File: src/tvr_pkg.sv
// Constants shared by the temperature value readout block.
// Assumes an 8-bit command space reached over a plain register port.
package tvr_pkg;

    // ******************************************************************
    // Channel layout
    // ******************************************************************
    localparam int NUM_CH = 3;
    localparam int CH_LOCAL = 0;
    localparam int CH_REMOTE1 = 1;
    localparam int CH_REMOTE2 = 2;
    localparam int INT_W = 8;
    localparam int FRAC_W = 5;
    localparam int BASE_FRAC_W = 3;

    // ******************************************************************
    // Command offsets
    // ******************************************************************
    localparam logic [7:0] OFS_LOCAL_TEMP_INTEGER = 8'h10;
    localparam logic [7:0] OFS_REMOTE_ONE_SIGNED_INTEGER = 8'h11;
    localparam logic [7:0] OFS_REMOTE_TWO_SIGNED_INTEGER = 8'h12;
    localparam logic [7:0] OFS_LOCAL_TEMP_FRACTION = 8'h20;
    localparam logic [7:0] OFS_REMOTE_ONE_SIGNED_FRACTION = 8'h21;
    localparam logic [7:0] OFS_REMOTE_TWO_SIGNED_FRACTION = 8'h22;
    localparam logic [7:0] OFS_ALARM_LIMIT = 8'h60;
    localparam logic [7:0] OFS_READOUT_STATUS = 8'h61;

    // ******************************************************************
    // Reset values and status fields
    // ******************************************************************
    localparam logic [7:0] RST_ALARM_LIMIT = 8'h50;
    localparam logic [7:0] RST_RESULT_INT = 8'h00;
    localparam logic [4:0] RST_RESULT_FRAC = 5'h00;
    localparam logic [7:0] UNMAPPED_DATA = 8'h00;
    localparam int STS_ALARM_BIT = 0;
    localparam int STS_HELD_LSB = 1;
    localparam int STS_FILT_LSB = 4;

endpackage

File: src/tvr_readout.sv
// Temperature value readout: three signed channels behind a byte register port.
// Assumes the conversion engine delivers results with a one-cycle valid pulse,
// and that the filter enables come from the filter setting logic elsewhere.
//
// Chosen here: the strobed register port.
`timescale 1ns/100ps

// How it works
// - Reading a channel's integer byte captures its fraction byte into a hold latch.
// - Reading the held fraction byte releases the hold back to live data.
// - Each further integer read recaptures the fraction, overwriting any unread held value.
// - Local integer byte is two's complement, sign in bit 7, 64 down to 1.
// - Local fraction byte at 0x20 carries half, quarter, eighth in bits 7 to 5.
// - Unused fraction bits always read zero: local 4-0, remote 2-0.
// - Local temperature value is what decides the local over-temperature event.
// - Remote integer bytes at 0x11 and 0x12 are signed, 64 down to 1.
// - Remote fraction bytes at 0x21 and 0x22 carry half, quarter, eighth in 7-5.
// - Remote fraction bit 4 is zero with filter off when captured or read live, one sixteenth with it on.
// - Remote fraction bit 3 is zero with filter off when captured or read live, one thirty-second with it on.
module tvr_readout
    import tvr_pkg::*;
(
    // Clock, reset and enable
    input wire logic clk_sys,
    input wire logic reset,
    input wire logic ce,
    // Register port
    input wire logic [7:0] reg_addr,
    input wire logic [7:0] reg_wdata,
    input wire logic reg_wr,
    input wire logic reg_rd,
    output logic [7:0] reg_rdata,
    // Conversion results, index 0 local, 1 and 2 remote
    input wire logic [NUM_CH-1:0] conv_valid,
    input wire logic [NUM_CH-1:0][INT_W-1:0] conv_int,
    input wire logic [NUM_CH-1:0][FRAC_W-1:0] conv_frac,
    // Digital filter enables of the remote channels
    input wire logic [1:0] remote_filt_on,
    // Local over-temperature decision
    output logic local_alarm
);

    // ******************************************************************
    // Declarations
    // ******************************************************************
    logic [7:0] rdata_ff;
    logic [7:0] nxt_rdata;
    logic [7:0] limit_ff;
    logic [7:0] nxt_limit;
    logic alarm_q;
    logic alarm_ff;
    logic [NUM_CH-1:0] filt_vec;
    logic [NUM_CH-1:0] rd_hi;
    logic [NUM_CH-1:0] rd_lo;
    logic [NUM_CH-1:0] held_vec;
    logic [NUM_CH-1:0][7:0] hi_bytes;
    logic [NUM_CH-1:0][7:0] lo_bytes;
    logic [NUM_CH-1:0][7:0] hi_ofs;
    logic [NUM_CH-1:0][7:0] lo_ofs;
    logic hit_limit;
    logic hit_status;
    logic wr_limit;
    logic [7:0] status_byte;

    // ******************************************************************
    // Address map
    // ******************************************************************

    // Offsets gathered per channel so the decode can run in one loop.
    assign hi_ofs[CH_LOCAL] = OFS_LOCAL_TEMP_INTEGER;
    assign hi_ofs[CH_REMOTE1] = OFS_REMOTE_ONE_SIGNED_INTEGER;
    assign hi_ofs[CH_REMOTE2] = OFS_REMOTE_TWO_SIGNED_INTEGER;
    assign lo_ofs[CH_LOCAL] = OFS_LOCAL_TEMP_FRACTION;
    assign lo_ofs[CH_REMOTE1] = OFS_REMOTE_ONE_SIGNED_FRACTION;
    assign lo_ofs[CH_REMOTE2] = OFS_REMOTE_TWO_SIGNED_FRACTION;

    // The local channel has no filter, so its extra bits always mask off.
    assign filt_vec = {remote_filt_on, 1'b0};

    // Own registers: alarm limit is read/write, status is read only.
    assign hit_limit = (reg_addr == OFS_ALARM_LIMIT);
    assign hit_status = (reg_addr == OFS_READOUT_STATUS);
    assign wr_limit = reg_wr && hit_limit;
    assign nxt_limit = wr_limit ? reg_wdata : limit_ff;

    // Status shows the alarm, which channels hold a fraction, and filter state.
    assign status_byte = {2'b00, remote_filt_on, held_vec, alarm_ff};

    // ******************************************************************
    // Channels
    // ******************************************************************

    // Host discipline of reading the integer byte first is the host's; each
    // read event below is decoded on the cycle the strobe is seen.
    generate
        for (genvar ch = 0; ch < NUM_CH; ch++) begin : g_ch
            assign rd_hi[ch] = reg_rd && (reg_addr == hi_ofs[ch]);
            assign rd_lo[ch] = reg_rd && (reg_addr == lo_ofs[ch]);

            tvr_chan u_chan (
                .clk_sys(clk_sys),
                .reset(reset),
                .ce(ce),
                .conv_valid(conv_valid[ch]),
                .conv_int(conv_int[ch]),
                .conv_frac(conv_frac[ch]),
                .filt_on(filt_vec[ch]),
                .rd_hi(rd_hi[ch]),
                .rd_lo(rd_lo[ch]),
                .hi_byte(hi_bytes[ch]),
                .lo_byte(lo_bytes[ch]),
                .held(held_vec[ch])
            );
        end
    endgenerate

    // ******************************************************************
    // Over-temperature decision
    // ******************************************************************

    // The local integer byte is compared against the software limit.
    tvr_alarm u_alarm (
        .clk_sys(clk_sys),
        .reset(reset),
        .ce(ce),
        .local_int(hi_bytes[CH_LOCAL]),
        .limit(limit_ff),
        .over(alarm_q)
    );

    // ******************************************************************
    // Read data selection
    // ******************************************************************

    // Unmapped addresses answer with zero; data appears only after a read.
    always_comb begin
        nxt_rdata = UNMAPPED_DATA;
        if (reg_rd) begin
            for (int ch = 0; ch < NUM_CH; ch++) begin
                if (rd_hi[ch]) begin
                    nxt_rdata = hi_bytes[ch];
                end
                if (rd_lo[ch]) begin
                    nxt_rdata = lo_bytes[ch];
                end
            end
            if (hit_limit) begin
                nxt_rdata = limit_ff;
            end
            if (hit_status) begin
                nxt_rdata = status_byte;
            end
        end
    end

    // ******************************************************************
    // Registers
    // ******************************************************************

    // Read data register; cleared in idle cycles with the enable high, held while the enable is low.
    always_ff @(posedge clk_sys) begin
        if (reset) begin
            rdata_ff <= UNMAPPED_DATA;
        end else if (ce) begin
            rdata_ff <= nxt_rdata;
        end
    end

    // Alarm limit; writes to all value registers are simply ignored.
    always_ff @(posedge clk_sys) begin
        if (reset) begin
            limit_ff <= RST_ALARM_LIMIT;
        end else if (ce) begin
            limit_ff <= nxt_limit;
        end
    end

    // Output copy of the alarm, so the port comes from a local flip-flop.
    always_ff @(posedge clk_sys) begin
        if (reset) begin
            alarm_ff <= 1'b0;
        end else if (ce) begin
            alarm_ff <= alarm_q;
        end
    end

    assign reg_rdata = rdata_ff;
    assign local_alarm = alarm_ff;

endmodule

File: src/tvr_chan.sv
// One temperature channel: live result, fraction hold latch and byte formatting.
// Assumes read pulses are single-cycle and never both high at once.
`timescale 1ns/100ps

module tvr_chan
    import tvr_pkg::*;
(
    // Clock and reset
    input wire logic clk_sys,
    input wire logic reset,
    input wire logic ce,
    // Conversion results
    input wire logic conv_valid,
    input wire logic [INT_W-1:0] conv_int,
    input wire logic [FRAC_W-1:0] conv_frac,
    input wire logic filt_on,
    // Read events
    input wire logic rd_hi,
    input wire logic rd_lo,
    // Formatted bytes and hold state
    output logic [7:0] hi_byte,
    output logic [7:0] lo_byte,
    output logic held
);

    logic [INT_W-1:0] int_ff;
    logic [FRAC_W-1:0] frac_ff;
    logic [7:0] hold_ff;
    logic held_ff;
    logic [FRAC_W-1:0] frac_mask;
    logic [7:0] live_lo;
    logic [7:0] nxt_hold;
    logic nxt_held;

    // Filter bits show only while the filter is on; bits below read zero.
    assign frac_mask = filt_on ? {FRAC_W{1'b1}} : {{BASE_FRAC_W{1'b1}}, {(FRAC_W-BASE_FRAC_W){1'b0}}};
    assign live_lo = {frac_ff & frac_mask, {(8-FRAC_W){1'b0}}};
    assign hi_byte = int_ff;

    // A high read always recaptures; a low read releases the hold.
    assign nxt_hold = rd_hi ? live_lo : hold_ff;
    assign nxt_held = rd_hi ? 1'b1 : (rd_lo ? 1'b0 : held_ff);
    assign lo_byte = held_ff ? hold_ff : live_lo;
    assign held = held_ff;

    // Conversions keep landing here even while the low byte is held.
    always_ff @(posedge clk_sys) begin
        if (reset) begin
            int_ff <= RST_RESULT_INT;
            frac_ff <= RST_RESULT_FRAC;
        end else if (ce && conv_valid) begin
            int_ff <= conv_int;
            frac_ff <= conv_frac;
        end
    end

    // Hold latch; a high read in the update cycle sees the older result, matching the byte returned.
    always_ff @(posedge clk_sys) begin
        if (reset) begin
            hold_ff <= 8'h00;
            held_ff <= 1'b0;
        end else if (ce) begin
            hold_ff <= nxt_hold;
            held_ff <= nxt_held;
        end
    end

endmodule

File: src/tvr_alarm.sv
// Local over-temperature decision from the local integer value.
// Assumes the limit comes from a register in the same clock domain.
`timescale 1ns/100ps

module tvr_alarm
    import tvr_pkg::*;
(
    // Clock and reset
    input wire logic clk_sys,
    input wire logic reset,
    input wire logic ce,
    // Compare inputs
    input wire logic [INT_W-1:0] local_int,
    input wire logic [7:0] limit,
    // Decision
    output logic over
);

    logic over_ff;
    logic nxt_over;

    // Signed compare: a negative reading never trips a positive limit.
    assign nxt_over = $signed(local_int) > $signed(limit);
    assign over = over_ff;

    // Registered so the decision is glitch free.
    always_ff @(posedge clk_sys) begin
        if (reset) begin
            over_ff <= 1'b0;
        end else if (ce) begin
            over_ff <= nxt_over;
        end
    end

endmodule

File: config.mk
export PLATFORM = sky130hd
export DESIGN_NAME = tvr_readout
export DESIGN_NICKNAME = d
export VERILOG_FILES = /design/src/tvr_pkg.sv /design/src/tvr_readout.sv /design/src/tvr_chan.sv /design/src/tvr_alarm.sv
export SDC_FILE = /design/constraint.sdc
export NUM_CORES = 1
export LEC_CHECK = 0
export BUFFER_PORTS_ARGS = -buffer_cell sky130_fd_sc_hd__buf_2
export CAP_MARGIN = 20
export CORE_AREA = 2 2 77 108
export DETAILED_ROUTE_END_ITERATION = 8
export DIE_AREA = 0 0 79 110
export GPL_ROUTABILITY_DRIVEN = 1
export PLACE_DENSITY = 0.82
export SLEW_MARGIN = 15
export SYNTH_ARGS = -nofsm -noshare
export SYNTH_HDL_FRONTEND = slang
export SYNTH_HIERARCHICAL = 1
export SYNTH_SLANG_ARGS = --single-unit
File: constraint.sdc
create_clock -name clk_sys -period 5.1 [get_ports clk_sys]
set_input_delay 0.255 -clock clk_sys [delete_from_list [all_inputs] [get_ports clk_sys]]
set_output_delay 0.255 -clock clk_sys [all_outputs]
set_load 0.03 [all_outputs]
---- Yosys cells after proc, flatten, opt, wreduce, memory -nomap -nowiden ----
Index checks and enable logic that the tools add are counted.
W data, S select, Z words.
storage, ports and cells
  bits in latches ......................... 0
  register bits ........................... 73
  memory bits (writable) .................. 0
  word-level logic and storage cells ...... 67
  output and inout bits ................... 9
  input port bits ......................... 65
  ROM bits ................................ 0
  memories ................................ 0
cells by class
  divide/modulo/power cells ............... 0
  reductions and logical operators ........ 20
  order comparisons ....................... 1
  bitwise operators ....................... 2
  shift-type cells ........................ 0
  multipliers ............................. 0
  add/subtract/negate cells ............... 0
  equal/unequal tests ..................... 8
  multiplexer cells ....................... 20
operators with widths
  operator              count
  $mux W8               12
  $eq A8 B5 Y1 const B  3
  $eq A8 B6 Y1 const B  3
  $eq A8 B7 Y1 const B  2
  $reduce_and A2 Y1     7
  $and A5 B5 Y5         2
  $logic_and A1 B1 Y1   10
  $gt A8 B8 Y1          1
  $mux W1               6
  $reduce_bool A2 Y1    3
  $mux W2               2

---- Logic depth before layout (Yosys ltp) ----
  depth in word-level cells ............... 11
  mapped depth ............................ 7
  gate-level depth less buffers ........... 6

---- Hierarchy ----
Netlist, hierarchy kept.
by module, submodules not included
  module       area an instance (um2)  seq. area each (um2)  cells each  times used
  tvr_chan     935.9                   380.4                 100         3
  tvr_readout  1441.4                  340.3                 175         1
  tvr_alarm    249.0                   20.0                  32          1

---- Worst setup path after synthesis ----
OpenSTA, ideal clock, no wires.
  path kind ............................... in2reg
  start ................................... input reg_addr[0]
  end ..................................... register limit_ff[4]
  buffers on the path ..................... 1
  cell stages on the path ................. 5
  arrival ................................. 1.671 ns
  path slack .............................. 3.309 ns
  required time ........................... 4.980 ns
  library setup time ...................... 0.120 ns
  path through ............................ buf_6 > or4_4 > nor3_4 > nor2b_1 > a211o_1
on the way
  cells in the longest elaborated chain, start to end .. 3
RTL lines
  element                      line                text
  from (decl)                  tvr_readout.sv:28   input wire logic [7:0] reg_addr,
  $eq A8 B7 Y1                 tvr_readout.sv:81   assign hit_limit = (reg_addr == OFS_ALARM_LIMIT);
  $logic_and A1 B1 Y1          tvr_readout.sv:83   assign wr_limit = reg_wr && hit_limit;
  $reduce_and A2 Y1 (no line)  --
  to (signal assigned)         tvr_readout.sv:174  limit_ff <= nxt_limit;
  to (decl)                    tvr_readout.sv:48   logic [7:0] limit_ff;
No other way between the ends.
A chain may end at the register's enable or synchronous reset.

---- Worst setup path in the final report ----
  start ................................... input reg_addr[4]
  end ..................................... register g_ch[0].u_chan.hold_ff[6]
on the way
  cells in the longest elaborated chain, start to end .. 3
RTL lines
  element                      line               text
  $eq A8 B5 Y1                 tvr_readout.sv:97  assign rd_hi[ch] = reg_rd && (reg_addr == hi_ofs[ch]);
  $logic_and A1 B1 Y1          tvr_readout.sv:97
  named net rd_hi[0]           tvr_readout.sv:53  logic [NUM_CH-1:0] rd_hi;
  $reduce_and A2 Y1 (no line)  --
  to (signal assigned)         tvr_chan.sv:63     hold_ff <= nxt_hold;
  to (decl)                    tvr_chan.sv:28     logic [7:0] hold_ff;
The timed path passes the listed nets, and every way through them passes these cells.

==> impl_metrics.env <==
export IMPL_status="complete, but fails checks"
export IMPL_violations="DRC"
export IMPL_grt_overflow=0
export IMPL_leakage_nw=1.93
export IMPL_ys_top_cells_by_area="dfxtp_1 33%, a21bo_2 7.3%, a21oi_1 6.3%, a21bo_1 5.3%, nand3_1 5.3%"
export IMPL_port_buffers=73
export IMPL_grt_setup_unrepaired="false"
export IMPL_insertion_delay_ps=360
export IMPL_start_util=0.584
export IMPL_hold_viol_final=0
export IMPL_clock_sinks=75
export IMPL_drt_iter0_drc=207
export IMPL_io_pins=74
export IMPL_cts_root_buf="clkbuf_8"
export IMPL_grt_met2_usage=0.449
export IMPL_synth_edf_count=0
export IMPL_use_met3=0.0562
export IMPL_postCtsSetupBuffers=0
export IMPL_cp_max_fo=15
export IMPL_setup_viol=0
export IMPL_grt_busiest_layer="met2"
export IMPL_cp_cell_sequence="buf_2 -> nor2b_1 -> nand2_1 -> nor2_1 -> a21bo_2 -> a21oi_1"
export IMPL_relSlewSlack=0.388
export IMPL_tightest_slew_ps=906
export IMPL_die_area_um2=8690
export IMPL_wl_per_cell_um=16.9
export IMPL_ys_seq_area_frac=0.334
export IMPL_drc=1
export IMPL_drtPass1Iterations=9
export IMPL_grt_pass1_wl_um=17400
export IMPL_cts_hold_buffers=0
export IMPL_clk_pin_slew_ps=70
export IMPL_whs_ps=100
export IMPL_met1_usage=0.293
export IMPL_grt_use_total=0.258
export IMPL_finalSetupTns_ps=0
export IMPL_max_freq_mhz=499
export IMPL_netlist_instances=507
export IMPL_syn_area_per_cell_um2=8.87
export IMPL_synth_area_um2=4500
export IMPL_synth_warning_count=6
export IMPL_cts_tree="yes"
export IMPL_yosysTopAreaCellShare=0.334
export IMPL_die_h_um=110
export IMPL_numCtsBuffers=9
export IMPL_max_stage_delay_ps=640
export IMPL_fin_crit_ps=2010
export IMPL_crit_type="input pin to flip-flop"
export IMPL_h_tree_depth=3
export IMPL_coreArea_um2=7700
export IMPL_p_per_area_nw_per_um2=253
export IMPL_multi_input_area_um2=2600
export IMPL_ant_nets=0
export IMPL_post_cts_resized=0
export IMPL_path_buf_inv=1
export IMPL_antenna_found_initial=1
export IMPL_cp_end_kind="flip-flop"
export IMPL_seqCellArea_um2=1500
export IMPL_layout_commonest_cell="dfxtp_1"
export IMPL_ys_seq_elements=75
export IMPL_peakVddDrop_uv=199
export IMPL_cp_top_family="simple AND/OR/NAND/NOR gates"
export IMPL_drv_cap=0
export IMPL_rows=38
export IMPL_final_setup_skew_ps=2.86
export IMPL_slew_violations=0
export IMPL_required_ps=5320
export IMPL_worst_path_max_delay_cell="nor2_1"
export IMPL_period_share=0.393
export IMPL_hp_class="input pin to flip-flop"
export IMPL_ys_types=58
export IMPL_fillCellCount=692
export IMPL_drive_gt1_frac=0.260
export IMPL_grt_start_max_net_pins=73
export IMPL_synth_flop_cell="dfxtp_1"
export IMPL_vias_per_cell=6.07
export IMPL_synth_area_leader_cell="dfxtp_1"
export IMPL_start_kind="input pin"
export IMPL_wl_um=11100
export IMPL_async_reset_ff_frac=0
export IMPL_final_nets=622
export IMPL_place_congestion=0.900
export IMPL_cts_max_path_buffers=2
export IMPL_syn2layout_area_growth_pct=8.60
export IMPL_utilization=0.634
export IMPL_layout_common_cells="75 x dfxtp_1, 73 x buf_2, 57 x a21oi_1, 48 x nand3_1, 33 x a21bo_2"
export IMPL_vias=3977
export IMPL_crit_arrival_ps=2220
export IMPL_grt_pass1_vias=3661
export IMPL_place_hpwl_um=7680
export IMPL_die_w_um=79
[power breakdown]
part | switching, mW | internal (mW) | total, mW
logic | 0.0832 | 0.0582 | 0.141
clock network | 0.217 | 0.264 | 0.481
registers | 0.0117 | 0.600 | 0.612
[metrics by stage]
step	power (mW)	instances	instance area, um2	setup slack [ps]
floorplan	0.730	516	4530	3310
global placement	0.759	637	4660	2520
detailed placement	0.763	637	4660	2330
CTS	1.24	653	4880	2680
global route	1.28	655	4880	2920
finish	1.23	655	4880	3090
[state kept, by name (all words and copies together), names as in the netlist]
name,flops
g_ch.u_chan/held,3
u_alarm/over,1
g_ch.u_chan/hi_byte,24
reg_rdata,8
g_ch.u_chan/frac_ff,15
limit_ff,8
g_ch.u_chan/hold_ff,15
local_alarm,1
[Yosys cell counts, types with 6 or more instances]
cell type and number:
buf_4 15, nand3_1 48, ha_1 8, inv_1 15, a211oi_1 6, a21bo_2 33
clkbuf_1 11, a21oi_1 57, mux2i_1 9, and3b_1 11, mux2_2 10, buf_6 13
o211ai_1 8, nand4_1 7, a21bo_1 24, buf_2 12, dfxtp_1 75, nand2_1 24
nor2_1 24, a221o_1 8, o21ai_0 9
[metal layers]
metal / up-vias / part of all wire / routed length (um)
met5: - / 0 / 0
met4: 0 / 0.039 / 429
met3: 35 / 0.053 / 589
met2: 122 / 0.50 / 5550
met1: 1886 / 0.41 / 4520
li1: 1934 / - / -
[logic make-up after synthesis]
kind of cell             count (synthesis)  share of synthesized area
AO/OA/AOI/OAI                          184                      0.313
AND/OR/NAND/NOR                        148                      0.187
flip-flops                              75                      0.334
buffers and inverters                   69                     0.0960
multiplexers                            19                     0.0451
adder cells (fa/ha/maj)                  8                     0.0223
other                                    4                    0.00334
[area by class of cell]
class	instances	share of cell area
Clock buffer	12	0.0338
Clock inverter	4	0.00973
Multi-Input combinational cell	372	0.532
Sequential cell	75	0.307
Inverter	15	0.0115
Antenna cell	1	0.000512
Timing Repair Buffer	76	0.0794
Tap cell	100	0.0256
[path summary, 6_finish.rpt]
check	start	endpoint	slack, ps	cells past startpoint
worst max-delay path	reg_addr[4]	g_ch[0].u_chan/hold_ff[6]	3090	6
worst min-delay path	reg_wdata[6]	limit_ff[6]	100	2
worst max register to register	g_ch[0].u_chan/held	reg_rdata[5]	3280	5
worst min register to register	g_ch[2].u_chan/frac_ff[4]	g_ch[2].u_chan/hold_ff[7]	480	2
No activity file was read; power rests on OpenSTA's default activity.
